$ cat src/verilog/sfl_regs.svh
`ifndef SFL_REGS_SVH
`define SFL_REGS_SVH

`define SFL_OP_WRITE_ENABLE 8'h06
`define SFL_OP_PROG 8'h02
`define SFL_OP_ERASE 8'h20
`define SFL_OP_STATUS_LO 8'h05
`define SFL_OP_STATUS_HI 8'h35
`define SFL_OP_SUSPEND 8'h75
`define SFL_OP_RESUME 8'h7a
`define SFL_OP_NO_OPERATION 8'h00
`define SFL_OP_SINGLE_LOCK 8'h36
`define SFL_OP_SINGLE_UNLOCK 8'h39
`define SFL_OP_RDLOCK 8'h3d
`define SFL_OP_GLOBAL_LOCK 8'h7e
`define SFL_OP_GLOBAL_UNLOCK 8'h98
`define SFL_OP_RSTARM 8'h66
`define SFL_OP_RESET 8'h99
`define SFL_OP_UNIQUE_ID 8'h4b

`define SFL_BITS_OP 8'd8
`define SFL_BITS_ADDR 8'd32
`define SFL_BITS_UNIQUE_ID 8'd40
`define SFL_BITS_DATA 8'd40
`define SFL_SUSPENDED_BIT 15

`define SFL_CLK_PERIOD_NS 40
`define SFL_SUSP_LAT_NS 20000
`define SFL_SUSP_LAT_CYC (`SFL_SUSP_LAT_NS / `SFL_CLK_PERIOD_NS)
`define SFL_PROG_TIME_NS 500000
`define SFL_ERASE_TIME_NS 30000000

`define SFL_PINS_IDLE 6'h20
`define SFL_LOCK_RESET {128{1'b1}}
`define SFL_UID_DEFAULT 128'h0123_4567_89ab_cdef_fedc_ba98_7654_3210

`endif

$ cat src/verilog/sfl_pkg.sv
package sfl_pkg;

  typedef enum logic [5:0] {
    OP_IDLE = 6'b000001,
    OP_PROG = 6'b000010,
    OP_ERASE = 6'b000100,
    OP_SUSP_LAT = 6'b001000,
    OP_SUSPENDED = 6'b010000,
    OP_SUSP_PROG = 6'b100000
  } sfl_op_t;

  typedef enum logic [4:0] {
    LK_NONE = 5'b00001,
    LK_SET = 5'b00010,
    LK_CLR = 5'b00100,
    LK_SET_ALL = 5'b01000,
    LK_CLR_ALL = 5'b10000
  } sfl_lock_op_t;

  typedef struct packed {
    logic failure;
    logic suspended;
    logic busy;
    logic write_enable_latch;
  } sfl_status_t;

  typedef struct packed {
    logic cs_n;
    logic sclk;
    logic [3:0] io;
  } sfl_pins_t;

endpackage

$ cat src/verilog/sfl_core.sv
// How it works
// RULE1 - program allowed in erase suspend, not erasing sector
// RULE2 - host sends write enable before program
// RULE3 - program inside suspend not suspendable; resume waits
// RULE4 - latch and busy high during suspended program
// RULE5 - suspended flag reported at status bit 15
// RULE6 - resume sets latch, busy; clears suspended
// RULE7 - host waits resume-to-suspend time before suspending
// RULE8 - no-operation only cancels pending reset arm
// RULE9 - protection select picks lock bits or protect bits
// RULE10 - lock bits volatile, all set after reset
// RULE11 - single lock sets addressed block or sector
// RULE12 - single unlock clears addressed block or sector
// RULE13 - host sends write enable before lock commands
// RULE14 - lock commands need chip select on byte boundary
// RULE15 - lock status read returns addressed lock bit
// RULE16 - opcode taken as 8 single or 2 quad clocks
// RULE17 - global lock sets every lock bit
// RULE18 - global unlock clears every lock bit
// RULE19 - reset acts only right after reset arm
// RULE20 - soft reset restores defaults, keeps failure flag
// RULE21 - soft reset aborts running program or erase
// RULE22 - unique id read: opcode, four dummies, 128 bits
// RULE23 - suspend takes effect after the suspend latency
// RULE24 - program or erase to locked unit refused
`timescale 1ns/1ps
`include "sfl_regs.svh"
module sfl_core import sfl_pkg::*; #(
  parameter int PROG_CYCLES = `SFL_PROG_TIME_NS / `SFL_CLK_PERIOD_NS,
  parameter int ERASE_CYCLES = `SFL_ERASE_TIME_NS / `SFL_CLK_PERIOD_NS,
  parameter logic [127:0] UNIQUE_ID = `SFL_UID_DEFAULT // arbitrary value
) (
  input wire logic i_ref_clk,
  input wire logic i_rst,
  input wire logic i_clk_en,
  input wire logic i_cs_n,
  input wire logic i_sclk,
  input wire logic [3:0] i_io,
  input wire logic i_quad_command_mode,
  input wire logic i_protection_select,
  input wire logic i_protect_complement,
  input wire logic [4:0] i_block_protect_bits,
  output logic [3:0] o_io_out,
  output logic [3:0] o_io_oe,
  output sfl_status_t o_status
);
  localparam logic [9:0] SUSP_LAT = 10'(`SFL_SUSP_LAT_CYC);

  sfl_pins_t pins_s;
  logic sclk_d;
  logic cs_n_d;
  logic [31:0] shreg;
  logic [7:0] bit_cnt;
  logic [7:0] opcode;
  logic [23:0] addr;
  logic [127:0] out_sr;
  logic out_active;
  sfl_op_t state;
  logic wr_latch;
  logic fail;
  logic reset_armed;
  logic susp_erase;
  logic [6:0] erase_sector;
  logic [31:0] op_cnt;
  logic [31:0] susp_prog_cnt;
  logic [9:0] lat_cnt;
  sfl_lock_op_t lock_op;
  logic [18:0] lock_wr_addr;
  logic locked;

  logic rise;
  logic fall;
  logic cs_rise;
  logic [7:0] step;
  logic [7:0] next_cnt;
  logic [31:0] next_shreg;
  logic [7:0] cur_op;
  logic [18:0] lock_rd_addr;
  logic [15:0] status_word;
  logic prot;
  logic has_op;
  logic writable_state;

  sfl_sync u_sync (
    .i_ref_clk(i_ref_clk),
    .i_rst(i_rst),
    .i_clk_en(i_clk_en),
    .i_pins({i_cs_n, i_sclk, i_io}),
    .o_pins(pins_s)
  );

  sfl_lock_mem u_lock (
    .i_ref_clk(i_ref_clk),
    .i_rst(i_rst),
    .i_clk_en(i_clk_en),
    .i_op(lock_op),
    .i_wr_addr(lock_wr_addr),
    .i_rd_addr(lock_rd_addr),
    .o_locked(locked)
  );

  function automatic logic bp_protect(input logic [4:0] bp, input logic cmp,
                                      input logic [2:0] blk);
    logic in_region;
    in_region = (bp > {2'b00, 3'h7 - blk});
    bp_protect = in_region ^ cmp;
  endfunction

  function automatic logic is_busy(input sfl_op_t s);
    is_busy = (s == OP_PROG) || (s == OP_ERASE) || (s == OP_SUSP_LAT) ||
              (s == OP_SUSP_PROG);
  endfunction

  always_ff @(posedge i_ref_clk or posedge i_rst) begin
    if (i_rst) begin
      sclk_d <= 1'b0;
      cs_n_d <= 1'b1;
    end else if (i_clk_en) begin
      sclk_d <= pins_s.sclk;
      cs_n_d <= pins_s.cs_n;
    end
  end

  assign rise = pins_s.sclk & ~sclk_d & ~pins_s.cs_n;
  assign fall = ~pins_s.sclk & sclk_d & ~pins_s.cs_n;
  assign cs_rise = pins_s.cs_n & ~cs_n_d;
  assign step = i_quad_command_mode ? 8'd4 : 8'd1;
  assign next_cnt = (bit_cnt > 8'd250) ? bit_cnt : bit_cnt + step;
  assign next_shreg = i_quad_command_mode ? {shreg[27:0], pins_s.io} :
                      {shreg[30:0], pins_s.io[0]};
  assign cur_op = (next_cnt == `SFL_BITS_OP) ? next_shreg[7:0] : opcode;
  assign lock_rd_addr = (rise && next_cnt == `SFL_BITS_ADDR) ? next_shreg[18:0] :
                        addr[18:0];
  assign status_word = {o_status.suspended, i_protect_complement, 7'h00, // RULE5
                        i_block_protect_bits, o_status.write_enable_latch,
                        o_status.busy};
  assign prot = i_protection_select ? locked : // RULE9
                bp_protect(i_block_protect_bits, i_protect_complement, addr[18:16]);
  assign has_op = (bit_cnt >= `SFL_BITS_OP);
  assign writable_state = (state == OP_IDLE) || (state == OP_SUSPENDED);

  // serial receive: 1 or 4 bits per clock in every phase
  always_ff @(posedge i_ref_clk or posedge i_rst) begin
    if (i_rst) begin
      shreg <= 32'h0;
      bit_cnt <= 8'h0;
      opcode <= 8'h0;
      addr <= 24'h0;
    end else if (i_clk_en) begin
      if (pins_s.cs_n) begin
        bit_cnt <= 8'h0;
      end else if (rise) begin
        shreg <= next_shreg;
        bit_cnt <= next_cnt;
        if (next_cnt == `SFL_BITS_OP) opcode <= next_shreg[7:0]; // RULE16
        if (next_cnt == `SFL_BITS_ADDR) addr <= next_shreg[23:0];
      end
    end
  end

  // serial transmit: loaded on the last input clock, shifted on falling edges
  always_ff @(posedge i_ref_clk or posedge i_rst) begin
    if (i_rst) begin
      out_sr <= 128'h0;
      out_active <= 1'b0;
      o_io_out <= 4'h0;
      o_io_oe <= 4'h0;
    end else if (i_clk_en) begin
      if (pins_s.cs_n) begin
        out_active <= 1'b0;
        o_io_oe <= 4'h0;
      end else if (rise && !out_active) begin
        if (next_cnt == `SFL_BITS_OP && cur_op == `SFL_OP_STATUS_LO) begin
          out_sr <= {{16{status_word[7:0]}}};
          out_active <= 1'b1;
        end else if (next_cnt == `SFL_BITS_OP && cur_op == `SFL_OP_STATUS_HI) begin
          out_sr <= {{16{status_word[15:8]}}};
          out_active <= 1'b1;
        end else if (next_cnt == `SFL_BITS_ADDR && opcode == `SFL_OP_RDLOCK) begin
          out_sr <= {7'h00, locked, 120'h0}; // RULE15
          out_active <= 1'b1;
        end else if (next_cnt == `SFL_BITS_UNIQUE_ID && opcode == `SFL_OP_UNIQUE_ID) begin
          out_sr <= UNIQUE_ID; // RULE22
          out_active <= 1'b1;
        end
      end else if (fall && out_active) begin
        if (i_quad_command_mode) begin
          o_io_out <= out_sr[127:124];
          o_io_oe <= 4'hf;
          out_sr <= {out_sr[123:0], 4'h0};
        end else begin
          o_io_out <= {2'b00, out_sr[127], 1'b0};
          o_io_oe <= 4'b0010;
          out_sr <= {out_sr[126:0], 1'b0};
        end
      end
    end
  end

  // reset arm: only the very next command may use it
  always_ff @(posedge i_ref_clk or posedge i_rst) begin
    if (i_rst) begin
      reset_armed <= 1'b0;
    end else if (i_clk_en && cs_rise && has_op) begin
      reset_armed <= (opcode == `SFL_OP_RSTARM); // RULE19 RULE8
    end
  end

  // operation sequencer, write latch, lock commands
  always_ff @(posedge i_ref_clk or posedge i_rst) begin
    if (i_rst) begin
      state <= OP_IDLE;
      wr_latch <= 1'b0;
      fail <= 1'b0;
      susp_erase <= 1'b0;
      erase_sector <= 7'h0;
      op_cnt <= 32'h0;
      susp_prog_cnt <= 32'h0;
      lat_cnt <= 10'h0;
      lock_op <= LK_NONE;
      lock_wr_addr <= 19'h0;
    end else if (i_clk_en) begin
      lock_op <= LK_NONE;
      case (state)
        OP_PROG, OP_ERASE: begin
          if (op_cnt <= 32'd1) begin
            state <= OP_IDLE;
            wr_latch <= 1'b0;
          end
          op_cnt <= op_cnt - 32'd1;
        end
        OP_SUSP_LAT: begin
          if (lat_cnt <= 10'd1) begin
            state <= OP_SUSPENDED; // RULE23
            wr_latch <= 1'b0;
          end
          lat_cnt <= lat_cnt - 10'd1;
        end
        OP_SUSP_PROG: begin
          if (susp_prog_cnt <= 32'd1) begin
            state <= OP_SUSPENDED; // RULE4
            wr_latch <= 1'b0;
          end
          susp_prog_cnt <= susp_prog_cnt - 32'd1;
        end
        OP_IDLE, OP_SUSPENDED: begin
        end
        default: state <= OP_IDLE;
      endcase
      if (cs_rise && has_op) begin
        case (opcode)
          `SFL_OP_WRITE_ENABLE: if (writable_state) wr_latch <= 1'b1;
          `SFL_OP_PROG: begin
            if (bit_cnt >= `SFL_BITS_DATA && wr_latch && writable_state) begin
              if (prot) begin
                fail <= 1'b1; // RULE24
                wr_latch <= 1'b0;
              end else if (state == OP_IDLE) begin
                state <= OP_PROG;
                op_cnt <= 32'(PROG_CYCLES);
              end else if (susp_erase && addr[18:12] != erase_sector) begin
                state <= OP_SUSP_PROG; // RULE1 RULE4
                susp_prog_cnt <= 32'(PROG_CYCLES);
              end
            end
          end
          `SFL_OP_ERASE: begin
            if (bit_cnt == `SFL_BITS_ADDR && wr_latch && state == OP_IDLE) begin
              if (prot) begin
                fail <= 1'b1; // RULE24
                wr_latch <= 1'b0;
              end else begin
                state <= OP_ERASE;
                op_cnt <= 32'(ERASE_CYCLES);
                erase_sector <= addr[18:12];
              end
            end
          end
          `SFL_OP_SUSPEND: begin
            // a program begun inside a suspend is not in these states
            if (state == OP_PROG || state == OP_ERASE) begin // RULE3
              state <= OP_SUSP_LAT;
              lat_cnt <= SUSP_LAT;
              susp_erase <= (state == OP_ERASE);
            end
          end
          `SFL_OP_RESUME: begin
            if (state == OP_SUSPENDED) begin // RULE3
              state <= susp_erase ? OP_ERASE : OP_PROG; // RULE6
              wr_latch <= 1'b1;
            end
          end
          `SFL_OP_SINGLE_LOCK, `SFL_OP_SINGLE_UNLOCK: begin
            if (bit_cnt == `SFL_BITS_ADDR && wr_latch && writable_state) begin // RULE14
              lock_op <= (opcode == `SFL_OP_SINGLE_LOCK) ? LK_SET : LK_CLR; // RULE11 RULE12
              lock_wr_addr <= addr[18:0];
              wr_latch <= 1'b0;
            end
          end
          `SFL_OP_GLOBAL_LOCK, `SFL_OP_GLOBAL_UNLOCK: begin
            if (bit_cnt == `SFL_BITS_OP && wr_latch && writable_state) begin // RULE14 RULE16
              lock_op <= (opcode == `SFL_OP_GLOBAL_LOCK) ? LK_SET_ALL : LK_CLR_ALL; // RULE17 RULE18
              wr_latch <= 1'b0;
            end
          end
          `SFL_OP_RESET: begin
            if (reset_armed) begin // RULE19
              state <= OP_IDLE; // RULE20 RULE21
              wr_latch <= 1'b0;
              susp_erase <= 1'b0;
              op_cnt <= 32'h0;
              susp_prog_cnt <= 32'h0;
              lat_cnt <= 10'h0;
              lock_op <= LK_SET_ALL; // RULE10
            end
          end
          default: begin
          end
        endcase
      end
    end
  end

  always_ff @(posedge i_ref_clk or posedge i_rst) begin
    if (i_rst) begin
      o_status <= '0;
    end else if (i_clk_en) begin
      o_status.write_enable_latch <= wr_latch; // RULE4 RULE6
      o_status.busy <= is_busy(state); // RULE4 RULE6
      o_status.suspended <= (state == OP_SUSPENDED) || (state == OP_SUSP_PROG); // RULE5
      o_status.failure <= fail; // RULE20
    end
  end
endmodule

$ cat src/verilog/sfl_sync.sv
`timescale 1ns/1ps
`include "sfl_regs.svh"
module sfl_sync import sfl_pkg::*; (
  input wire logic i_ref_clk,
  input wire logic i_rst,
  input wire logic i_clk_en,
  input wire sfl_pins_t i_pins,
  output sfl_pins_t o_pins
);
  sfl_pins_t stage1;

  always_ff @(posedge i_ref_clk or posedge i_rst) begin
    if (i_rst) begin
      stage1 <= `SFL_PINS_IDLE;
      o_pins <= `SFL_PINS_IDLE;
    end else if (i_clk_en) begin
      stage1 <= i_pins;
      o_pins <= stage1;
    end
  end
endmodule

$ cat src/verilog/sfl_lock_mem.sv
`timescale 1ns/1ps
`include "sfl_regs.svh"
module sfl_lock_mem import sfl_pkg::*; (
  input wire logic i_ref_clk,
  input wire logic i_rst,
  input wire logic i_clk_en,
  input wire sfl_lock_op_t i_op,
  input wire logic [18:0] i_wr_addr,
  input wire logic [18:0] i_rd_addr,
  output logic o_locked
);
  // one bit per 4 KB sector; outer blocks lock by sector, inner by 64 KB block
  logic [127:0] lock;

  function automatic logic same_unit(input logic [6:0] sec, input logic [18:0] a);
    if (a[18:16] == 3'h0 || a[18:16] == 3'h7)
      same_unit = (sec == a[18:12]);
    else
      same_unit = (sec[6:4] == a[18:16]);
  endfunction

  always_ff @(posedge i_ref_clk or posedge i_rst) begin
    if (i_rst) begin
      lock <= `SFL_LOCK_RESET; // RULE10
    end else if (i_clk_en) begin
      for (int i = 0; i < 128; i++) begin
        case (i_op)
          LK_SET: if (same_unit(7'(i), i_wr_addr)) lock[i] <= 1'b1; // RULE11
          LK_CLR: if (same_unit(7'(i), i_wr_addr)) lock[i] <= 1'b0; // RULE12
          LK_SET_ALL: lock[i] <= 1'b1; // RULE17
          LK_CLR_ALL: lock[i] <= 1'b0; // RULE18
          default: lock[i] <= lock[i];
        endcase
      end
    end
  end

  assign o_locked = lock[i_rd_addr[18:12]];
endmodule

$ cat config.mk
export PLATFORM = sky130hd
export DESIGN_NAME = sfl_core
export DESIGN_NICKNAME = d
export VERILOG_FILES = /design/src/verilog/sfl_pkg.sv /design/src/verilog/sfl_core.sv /design/src/verilog/sfl_sync.sv /design/src/verilog/sfl_lock_mem.sv
export VERILOG_INCLUDE_DIRS = /design/src /design/src/verilog
export SDC_FILE = /design/constraint.sdc
export NUM_CORES = 1
export LEC_CHECK = 0
export BUFFER_PORTS_ARGS = -buffer_cell sky130_fd_sc_hd__buf_2
export CAP_MARGIN = 20
export CORE_ASPECT_RATIO = 0.5
export CORE_MARGIN = 8
export CORE_UTILIZATION = 32
export DETAILED_ROUTE_END_ITERATION = 8
export GPL_TIMING_DRIVEN = 0
export PLACE_DENSITY = 0.55
export SLEW_MARGIN = 20
export SYNTH_ARGS = -nofsm -noshare
export SYNTH_HDL_FRONTEND = slang
export SYNTH_SLANG_ARGS = --single-unit
$ cat constraint.sdc
create_clock -name i_ref_clk -period 18.2 [get_ports i_ref_clk]
set_input_delay 1.82 -clock i_ref_clk [delete_from_list [all_inputs] [get_ports i_ref_clk]]
set_output_delay 1.82 -clock i_ref_clk [all_outputs]
set_load 0.02 [all_outputs]
==> results of run 1 <==
## cell families after synthesis
group           count (synthesis)  share of synthesized area (%)
flops                         425                           45.1
buf+inv                       264                           4.49
mux                           244                           11.2
compound gates                781                           19.7
xor+xnor                       52                           1.90
fa+ha+maj                      12                          0.627
simple gates                  856                           16.9
## power by group through the flow
stage	clock, uW	combinational [uW]	sequential (uW)
6_report	964	631	1290
5_1_grt	1030	709	1310
4_1_cts	994	629	1280
3_5_place_dp	0	625	1300
3_3_place_gp	0	612	1300
2_1_floorplan	0	496	1240
## per-layer routing
layer | global-route usage [%] | share of wire (%) | up-vias
met5 | 0 | 0 | -
met4 | 5.70 | 3.2 | 0
met3 | 2.55 | 5.7 | 154
met2 | 26.2 | 44 | 608
met1 | 23.7 | 47 | 10100
li1 | - | - | 9590
## worst max path at each step
stage / from / end / slack [ns] / depth (start not counted)
floorplan: i_rst / addr[12] / 4.77 / 1
global placement: i_rst / out_sr[80] / -0.87 / 2
detailed placement: i_quad_command_mode / op_cnt[21] / 8.94 / 20
CTS: i_quad_command_mode / op_cnt[21] / 9.57 / 20
global route: i_quad_command_mode / op_cnt[27] / 9.10 / 20
finish: i_quad_command_mode / op_cnt[21] / 9.44 / 20
## stage by stage
stage / std cells / TNS, ns / instance area [sq um] / hold slack [ns] / setup slack (ns)
after global routing: 3736 / 0 / 27000 / 0.481 / 9.10
after CTS: 3736 / 0 / 27000 / 0.462 / 9.57
final: 3736 / 0 / 27000 / 0.460 / 9.44
after global placement: 3646 / -235.72 / 25300 / 0.451 / -0.866
after detailed placement: 3651 / 0 / 25500 / 0.451 / 8.94
after floorplan: 2634 / 0 / 24000 / 0.437 / 4.77
## cell type report
cell class	instances	area share, %
multi-input combinational	1945	44.8
tap	985	4.57
buffer	178	2.79
inverter	86	1.22
clock inverter	14	0.552
clock buffer	71	5.11
timing repair buffer	32	0.936
sequential	425	40.0
## critical path: stages
cell      delay [ns]
buf_2           0.14
buf_2           0.27
clkbuf_1        0.52
inv_1           0.28
ha_1            0.32
ha_1            0.29
or2_2           0.34
nor3_1          0.24
a41oi_2         0.27
o31ai_2         0.71
nand2_1         0.50
a221oi_1        0.54
a22o_1          0.21
a31oi_1         0.06
nor4b_2         0.63
o221ai_2        0.34
a221oi_1        0.90
and2_1          0.30
clkbuf_1        0.40
nor2_1          0.10
## flip-flops by register name, summed over array words and instances, names as in the netlist, 2 cells and up
| signal | flops |
|---|---|
| opcode | 8 |
| out_sr | 128 |
| o_io_out | 4 |
| bit_cnt | 8 |
| shreg | 18 |
| lat_cnt | 10 |
| op_cnt | 32 |
| state | 6 |
| lock_wr_addr | 7 |
| u_sync.stage1 | 6 |
| o_io_oe | 2 |
| addr | 7 |
| u_sync.o_pins | 6 |
| erase_sector | 7 |
| u_lock.lock | 128 |
| lock_op | 5 |
| susp_prog_cnt | 32 |
| o_status | 4 |
## Yosys cell counts, types with 10 or more instances
cell type  number
nor2_1        307
buf_2          14
clkbuf_1      132
a21o_1         11
nand4_1        14
o21a_1         61
nor3_1         70
o211ai_1       11
or4_1          14
o31ai_1        18
dfstp_2       133
xnor2_1        38
inv_1          86
dfrtp_1       292
mux2i_1        46
mux2_2        196
nor2b_1        14
ha_1           12
buf_1          20
xor2_1         14
or3_1          20
and2_1         12
nand2_1       215
nand3_1        52
nand2b_1       30
o21ai_0       105
a21oi_1       399
nor2_2         10
and3_1         12
a211oi_1       21
nor4_1         35
a31oi_1        30
o22ai_1        11
==> impl_metrics.py, run 1 <==
metrics = {
    "clock_tree": {
        "clock-sinks": 425,
        "tritoncts": "built",
        "clockRootBuffer": "clkbuf_16",
        "cts_buffers": 46,
        "clk_pin_slew_ns": 0.06,
        "cts_buffer_depth": 3,
        "h-tree-depth": 2,
        "ctsHoldBuffers": 0,
        "cts_resized": 0,
        "postCtsSetupRepairBufs": 0,
        "worstSkewPairLatency_ns": 0.63,
    },
    "cells_and_area": {
        "multi_input_area_sq_um": 12100,
        "diodes": 0,
        "mostFrequentLayoutCells": "a21oi_1 (399), nor2_1 (306), dfrtp_1 (292)",
        "syn_to_final_growth_pct": 12.7,
        "drive_above_1_share_pct": 18.2,
        "final_common_cell": "a21oi_1",
        "final_nets": 2743,
        "fill_cells": 7575,
        "fin_util_pct": 36.2,
        "seq_area_sq_um": 10800,
    },
    "power_and_ir_drop": {
        "total_power_uw": 2880,
        "peakVddDrop_v": 0.0000820,
        "sw_frac_of_total_pct": 31.8,
        "power.switching_uw": 916,
        "pwr-share-comb_pct": 21.9,
        "seq_power_share_pct": 44.7,
        "clkPwrFrac_pct": 33.4,
        "power_density_nw_per_um2": 107,
        "p_int_uw": 1970,
        "leakage_uw": 0.0108,
    },
    "sta": {
        "hold_viol_final": 0,
        "drv_slew": 0,
        "final-setup-viol-count": 0,
        "min_period_ns": 8.76,
        "skew_ns": 0.0333,
        "slew_headroom_pct": 22.7,
        "worstMarginPinSlew_ns": 1.13,
        "rsz0062_at_grt": "false",
        "fmax_mhz": 114,
        "post-route-period-util_pct": 48.1,
    },
    "worst_setup_path": {
        "rrSetupSlack_ns": 11.48,
        "timing.rr.end": "op_cnt[21]",
        "r2r_cells": 16,
        "path_class": "in2reg",
        "worstPathRequired_ns": 18.66,
        "end_kind": "flip-flop",
        "r2r-start": "bit_cnt[0]",
        "start_kind": "input port",
        "worstPathArrival_ns": 9.22,
        "crit_fanout": 10,
    },
    "global_route": {
        "track_usage_pct": 16.8,
        "grt_pass1_wl_um": 116000,
        "antenna_found_initial": 0,
        "first_global_vias": 20000,
        "grt_max_degree": 98,
        "grt_remaining_overflow": 0,
    },
    "run": {
        "maxCapViolations": 0,
    },
    "synth": {
        "ys.flop_type": "dfrtp_1",
        "synth_top_cell_area_share_pct": 30.5,
        "avgSynthCellArea_sq_um": 9.10,
        "ys_async_sr_fraction_pct": 100,
        "ys_warn_count": 0,
        "yosys.area.top_type": "dfrtp_1",
        "synthTopCellsByArea": "dfrtp_1 (30%), dfstp_2 (15%), mux2_2 (9.2%)",
        "ys_seq_area_share_pct": 45.1,
        "synth_cells": 2634,
        "synth_edf_count": 0,
        "ys_types": 94,
        "ys_ff_latch": 425,
        "syn_nets": 2663,
        "synth_area_sq_um": 24000,
    },
    "run_status": {
        "outcome": "complete, no violations",
    },
    "placed_design": {
        "port_buffers": 27,
        "place_congestion": 0.957,
        "dp_hpwl_um": 50700,
    },
    "floorplan": {
        "row_count": 71,
        "die_w_um": 403,
        "start_util_pct": 32.1,
        "coreArea_sq_um": 74600,
        "die-area_sq_um": 84400,
        "io_pins": 29,
        "die_h_um": 209,
    },
    "min_path": {
        "worstHoldStart": "u_lock.lock[60]",
        "hold_end": "u_lock.lock[60]",
        "min_path_type": "reg2reg",
        "hold-path-cell-count": 2,
    },
    "route": {
        "drt_iter0_drc": 1792,
        "drtPass1Iterations": 6,
        "route.detailed.drc": 0,
        "routed-via-count": 20400,
        "wl_um": 72800,
        "wire_per_inst_um": 19.5,
        "routed_via_density": 5.46,
        "ant_nets": 0,
    },
}
No activity file was read; power rests on OpenSTA's default activity.
==> inputs of run 2 (changes only) <==
- PLACE_DENSITY: 0.55 -> 0.57
- clock period: 18.2 -> 7.8 ns (I/O delays scaled with it)
==> run 2 against run 1 <==
Cell area up 0.85%. Worst setup slack worse by 8.8 ns. Core utilization up 0.31 points.
==> impl_metrics.py, run 2 (synthesized netlist as in run 1, its figures left out) <==
metrics = {
    "route": {
        "ant_nets": 0,
        "routed-via-count": 20400,
        "drt_iter0_drc": 1881,
        "wl_um": 72500,
        "route.detailed.drc": 0,
        "route.top_layer_used": "met4",
        "routed_via_density": 5.45,
        "drtPass1Iterations": 6,
        "met3WireLength_um": 4030,
        "wl_met1_um": 33600,
        "wire_per_inst_um": 19.4,
        "met2_length_um": 32400,
    },
    "worst_setup_path": {
        "crit_fanout": 19,
        "worst_path_dominant_cell_family": "compound AO/OA/AOI/OAI gates",
        "path_class": "in2reg",
        "start_kind": "input port",
        "rrSetupSlack_ns": 1.30,
        "worstPathRequired_ns": 8.28,
        "crit_slowest_cell": "o31ai_2",
        "r2r-start": "bit_cnt[0]",
        "cp.depth": 22,
        "worstPathArrival_ns": 7.65,
        "cp_num_buf_inv": 6,
        "r2r_cells": 19,
        "cpMostUsedCell": "buf_2",
        "path_cells": "buf_2 -> buf_2 -> inv_1 -> ha_1 -> ha_1 -> or2_2 -> nor3_1 -> a41oi_2 -> o31ai_2 -> nand2_1 -> buf_2 -> o31ai_1 -> o22ai_1 -> nor3_1 -> a2bb2oi_1 -> o221ai_2 -> nor2b_1 -> buf_6 -> or4_4 -> a21oi_4 -> buf_6 -> nor2_2",
        "slowest_delay_ns": 0.70,
        "end_kind": "flip-flop",
        "timing.rr.end": "susp_prog_cnt[17]",
    },
    "sta": {
        "min_period_ns": 7.17,
        "worstMarginPinSlew_ns": 1.15,
        "post-route-period-util_pct": 91.9,
        "fmax_mhz": 140,
        "final-setup-viol-count": 0,
        "rsz0062_at_grt": "false",
        "whs_ns": 0.224,
        "skew_ns": 0.0364,
        "slew_headroom_pct": 22.9,
        "layout_setup_ws_ns": 0.632,
        "hold_viol_final": 0,
        "drv_slew": 0,
    },
    "floorplan": {
        "row_count": 71,
        "coreArea_sq_um": 74600,
        "start_util_pct": 32.1,
        "io_pins": 29,
        "die_w_um": 403,
        "die_h_um": 209,
        "die-area_sq_um": 84400,
    },
    "clock_tree": {
        "clk_pin_slew_ns": 0.06,
        "clockRootBuffer": "clkbuf_16",
        "clock-sinks": 425,
        "tritoncts": "built",
        "cts_buffers": 44,
        "h-tree-depth": 2,
        "cts_buffer_depth": 3,
        "worstSkewPairLatency_ns": 0.62,
        "ctsHoldBuffers": 0,
    },
    "cells_and_area": {
        "mostFrequentLayoutCells": "a21oi_1 (399), nor2_1 (306), dfrtp_1 (292)",
        "stdcell_count": 3743,
        "reg_top3": "out_sr x128, u_lock.lock x128",
        "drive_above_1_share_pct": 18.6,
        "finalInstanceArea_sq_um": 27200,
        "syn_to_final_growth_pct": 13.6,
        "diodes": 0,
        "final_common_cell": "a21oi_1",
        "final_nets": 2753,
    },
    "global_route": {
        "antenna_found_initial": 0,
        "grt_remaining_overflow": 0,
        "grt_max_degree": 36,
        "grt_pass1_wl_um": 116000,
        "first_global_vias": 20000,
        "track_usage_pct": 16.7,
    },
    "placed_design": {
        "placed_area_sq_um": 25700,
        "port_buffers": 27,
        "dp_hpwl_um": 51700,
        "dp_cells": 3663,
        "place_congestion": 0.933,
        "pre_cts_ws_ns": -0.603,
    },
    "run_status": {
        "outcome": "complete, no violations",
    },
    "min_path": {
        "min_path_type": "in2async",
    },
    "power_and_ir_drop": {
        "peakVddDrop_v": 0.000166,
        "power_density_nw_per_um2": 247,
        "leakage_uw": 0.0109,
    },
    "run": {
        "maxCapViolations": 0,
    },
}
-- run 2: cell types whose count changed in the layout (fill, tap and decap cells not counted), sizes merged --
| cell | change |
|---|---|
| bufinv | +2 |
| clkinv | -4 |
| inv | -2 |
| clkbuf | -1 |
| buf | +12 |
-- run 2: through the flow --
stage                     util, %  setup TNS (ns)  power, uW
after floorplan                 -               0       4060
after CTS                    36.5               0       6790
after global placement       33.9         -402.81       4450
final                        36.5               0       6740
after detailed placement     34.4          -14.70       4510
after global routing         36.5               0       7110
-- run 2: layout make-up --
class | count | area [sq um]
timing repair buffer | 45 | 505
clock inverter | 10 | 156
inverter | 86 | 327
sequential | 425 | 10800
fill | 7601 | 47400
multi-input combinational | 1945 | 12100
buffer | 177 | 749
clock buffer | 70 | 1360
tap | 985 | 1230
-- run 2: what timing repair did --
item                                    in CTS  in global routing
setup buffers                                0                  0
endpoints found under the setup margin       0                 40
gates resized for setup                      0                  0
endpoints found under the hold margin        0                  0
-- run 2: worst register-to-register path, delay by kind of cell (launching register included) --
family          cells  cell delay [ns]
compound gates      7             2.47
simple gates        7             2.17
buf+inv             3             0.75
fa+ha+maj           2             0.53
flops               1             0.44
-- run 2: routing by layer --
metal | global-route usage [%] | vias up
met5 | 0 | -
met4 | 6.01 | 0
met3 | 2.51 | 154
met2 | 26.2 | 606
met1 | 23.4 | 10100
li1 | - | 9598
-- run 2: power by group --
part	switching, uW	internal, uW	total (uW)
clock	939	1300	2240
sequential	363	2650	3010
combinational	802	687	1490
total	2100	4630	6740
-- run 2: worst max path at each step --
stage / startpoint / endpoint
floorplan: i_rst / addr[12]
global placement: i_rst / shreg[12]
detailed placement: i_quad_command_mode / op_cnt[21]
CTS: i_quad_command_mode / op_cnt[21]
global route: i_quad_command_mode / op_cnt[21]
finish: i_quad_command_mode / susp_prog_cnt[17]
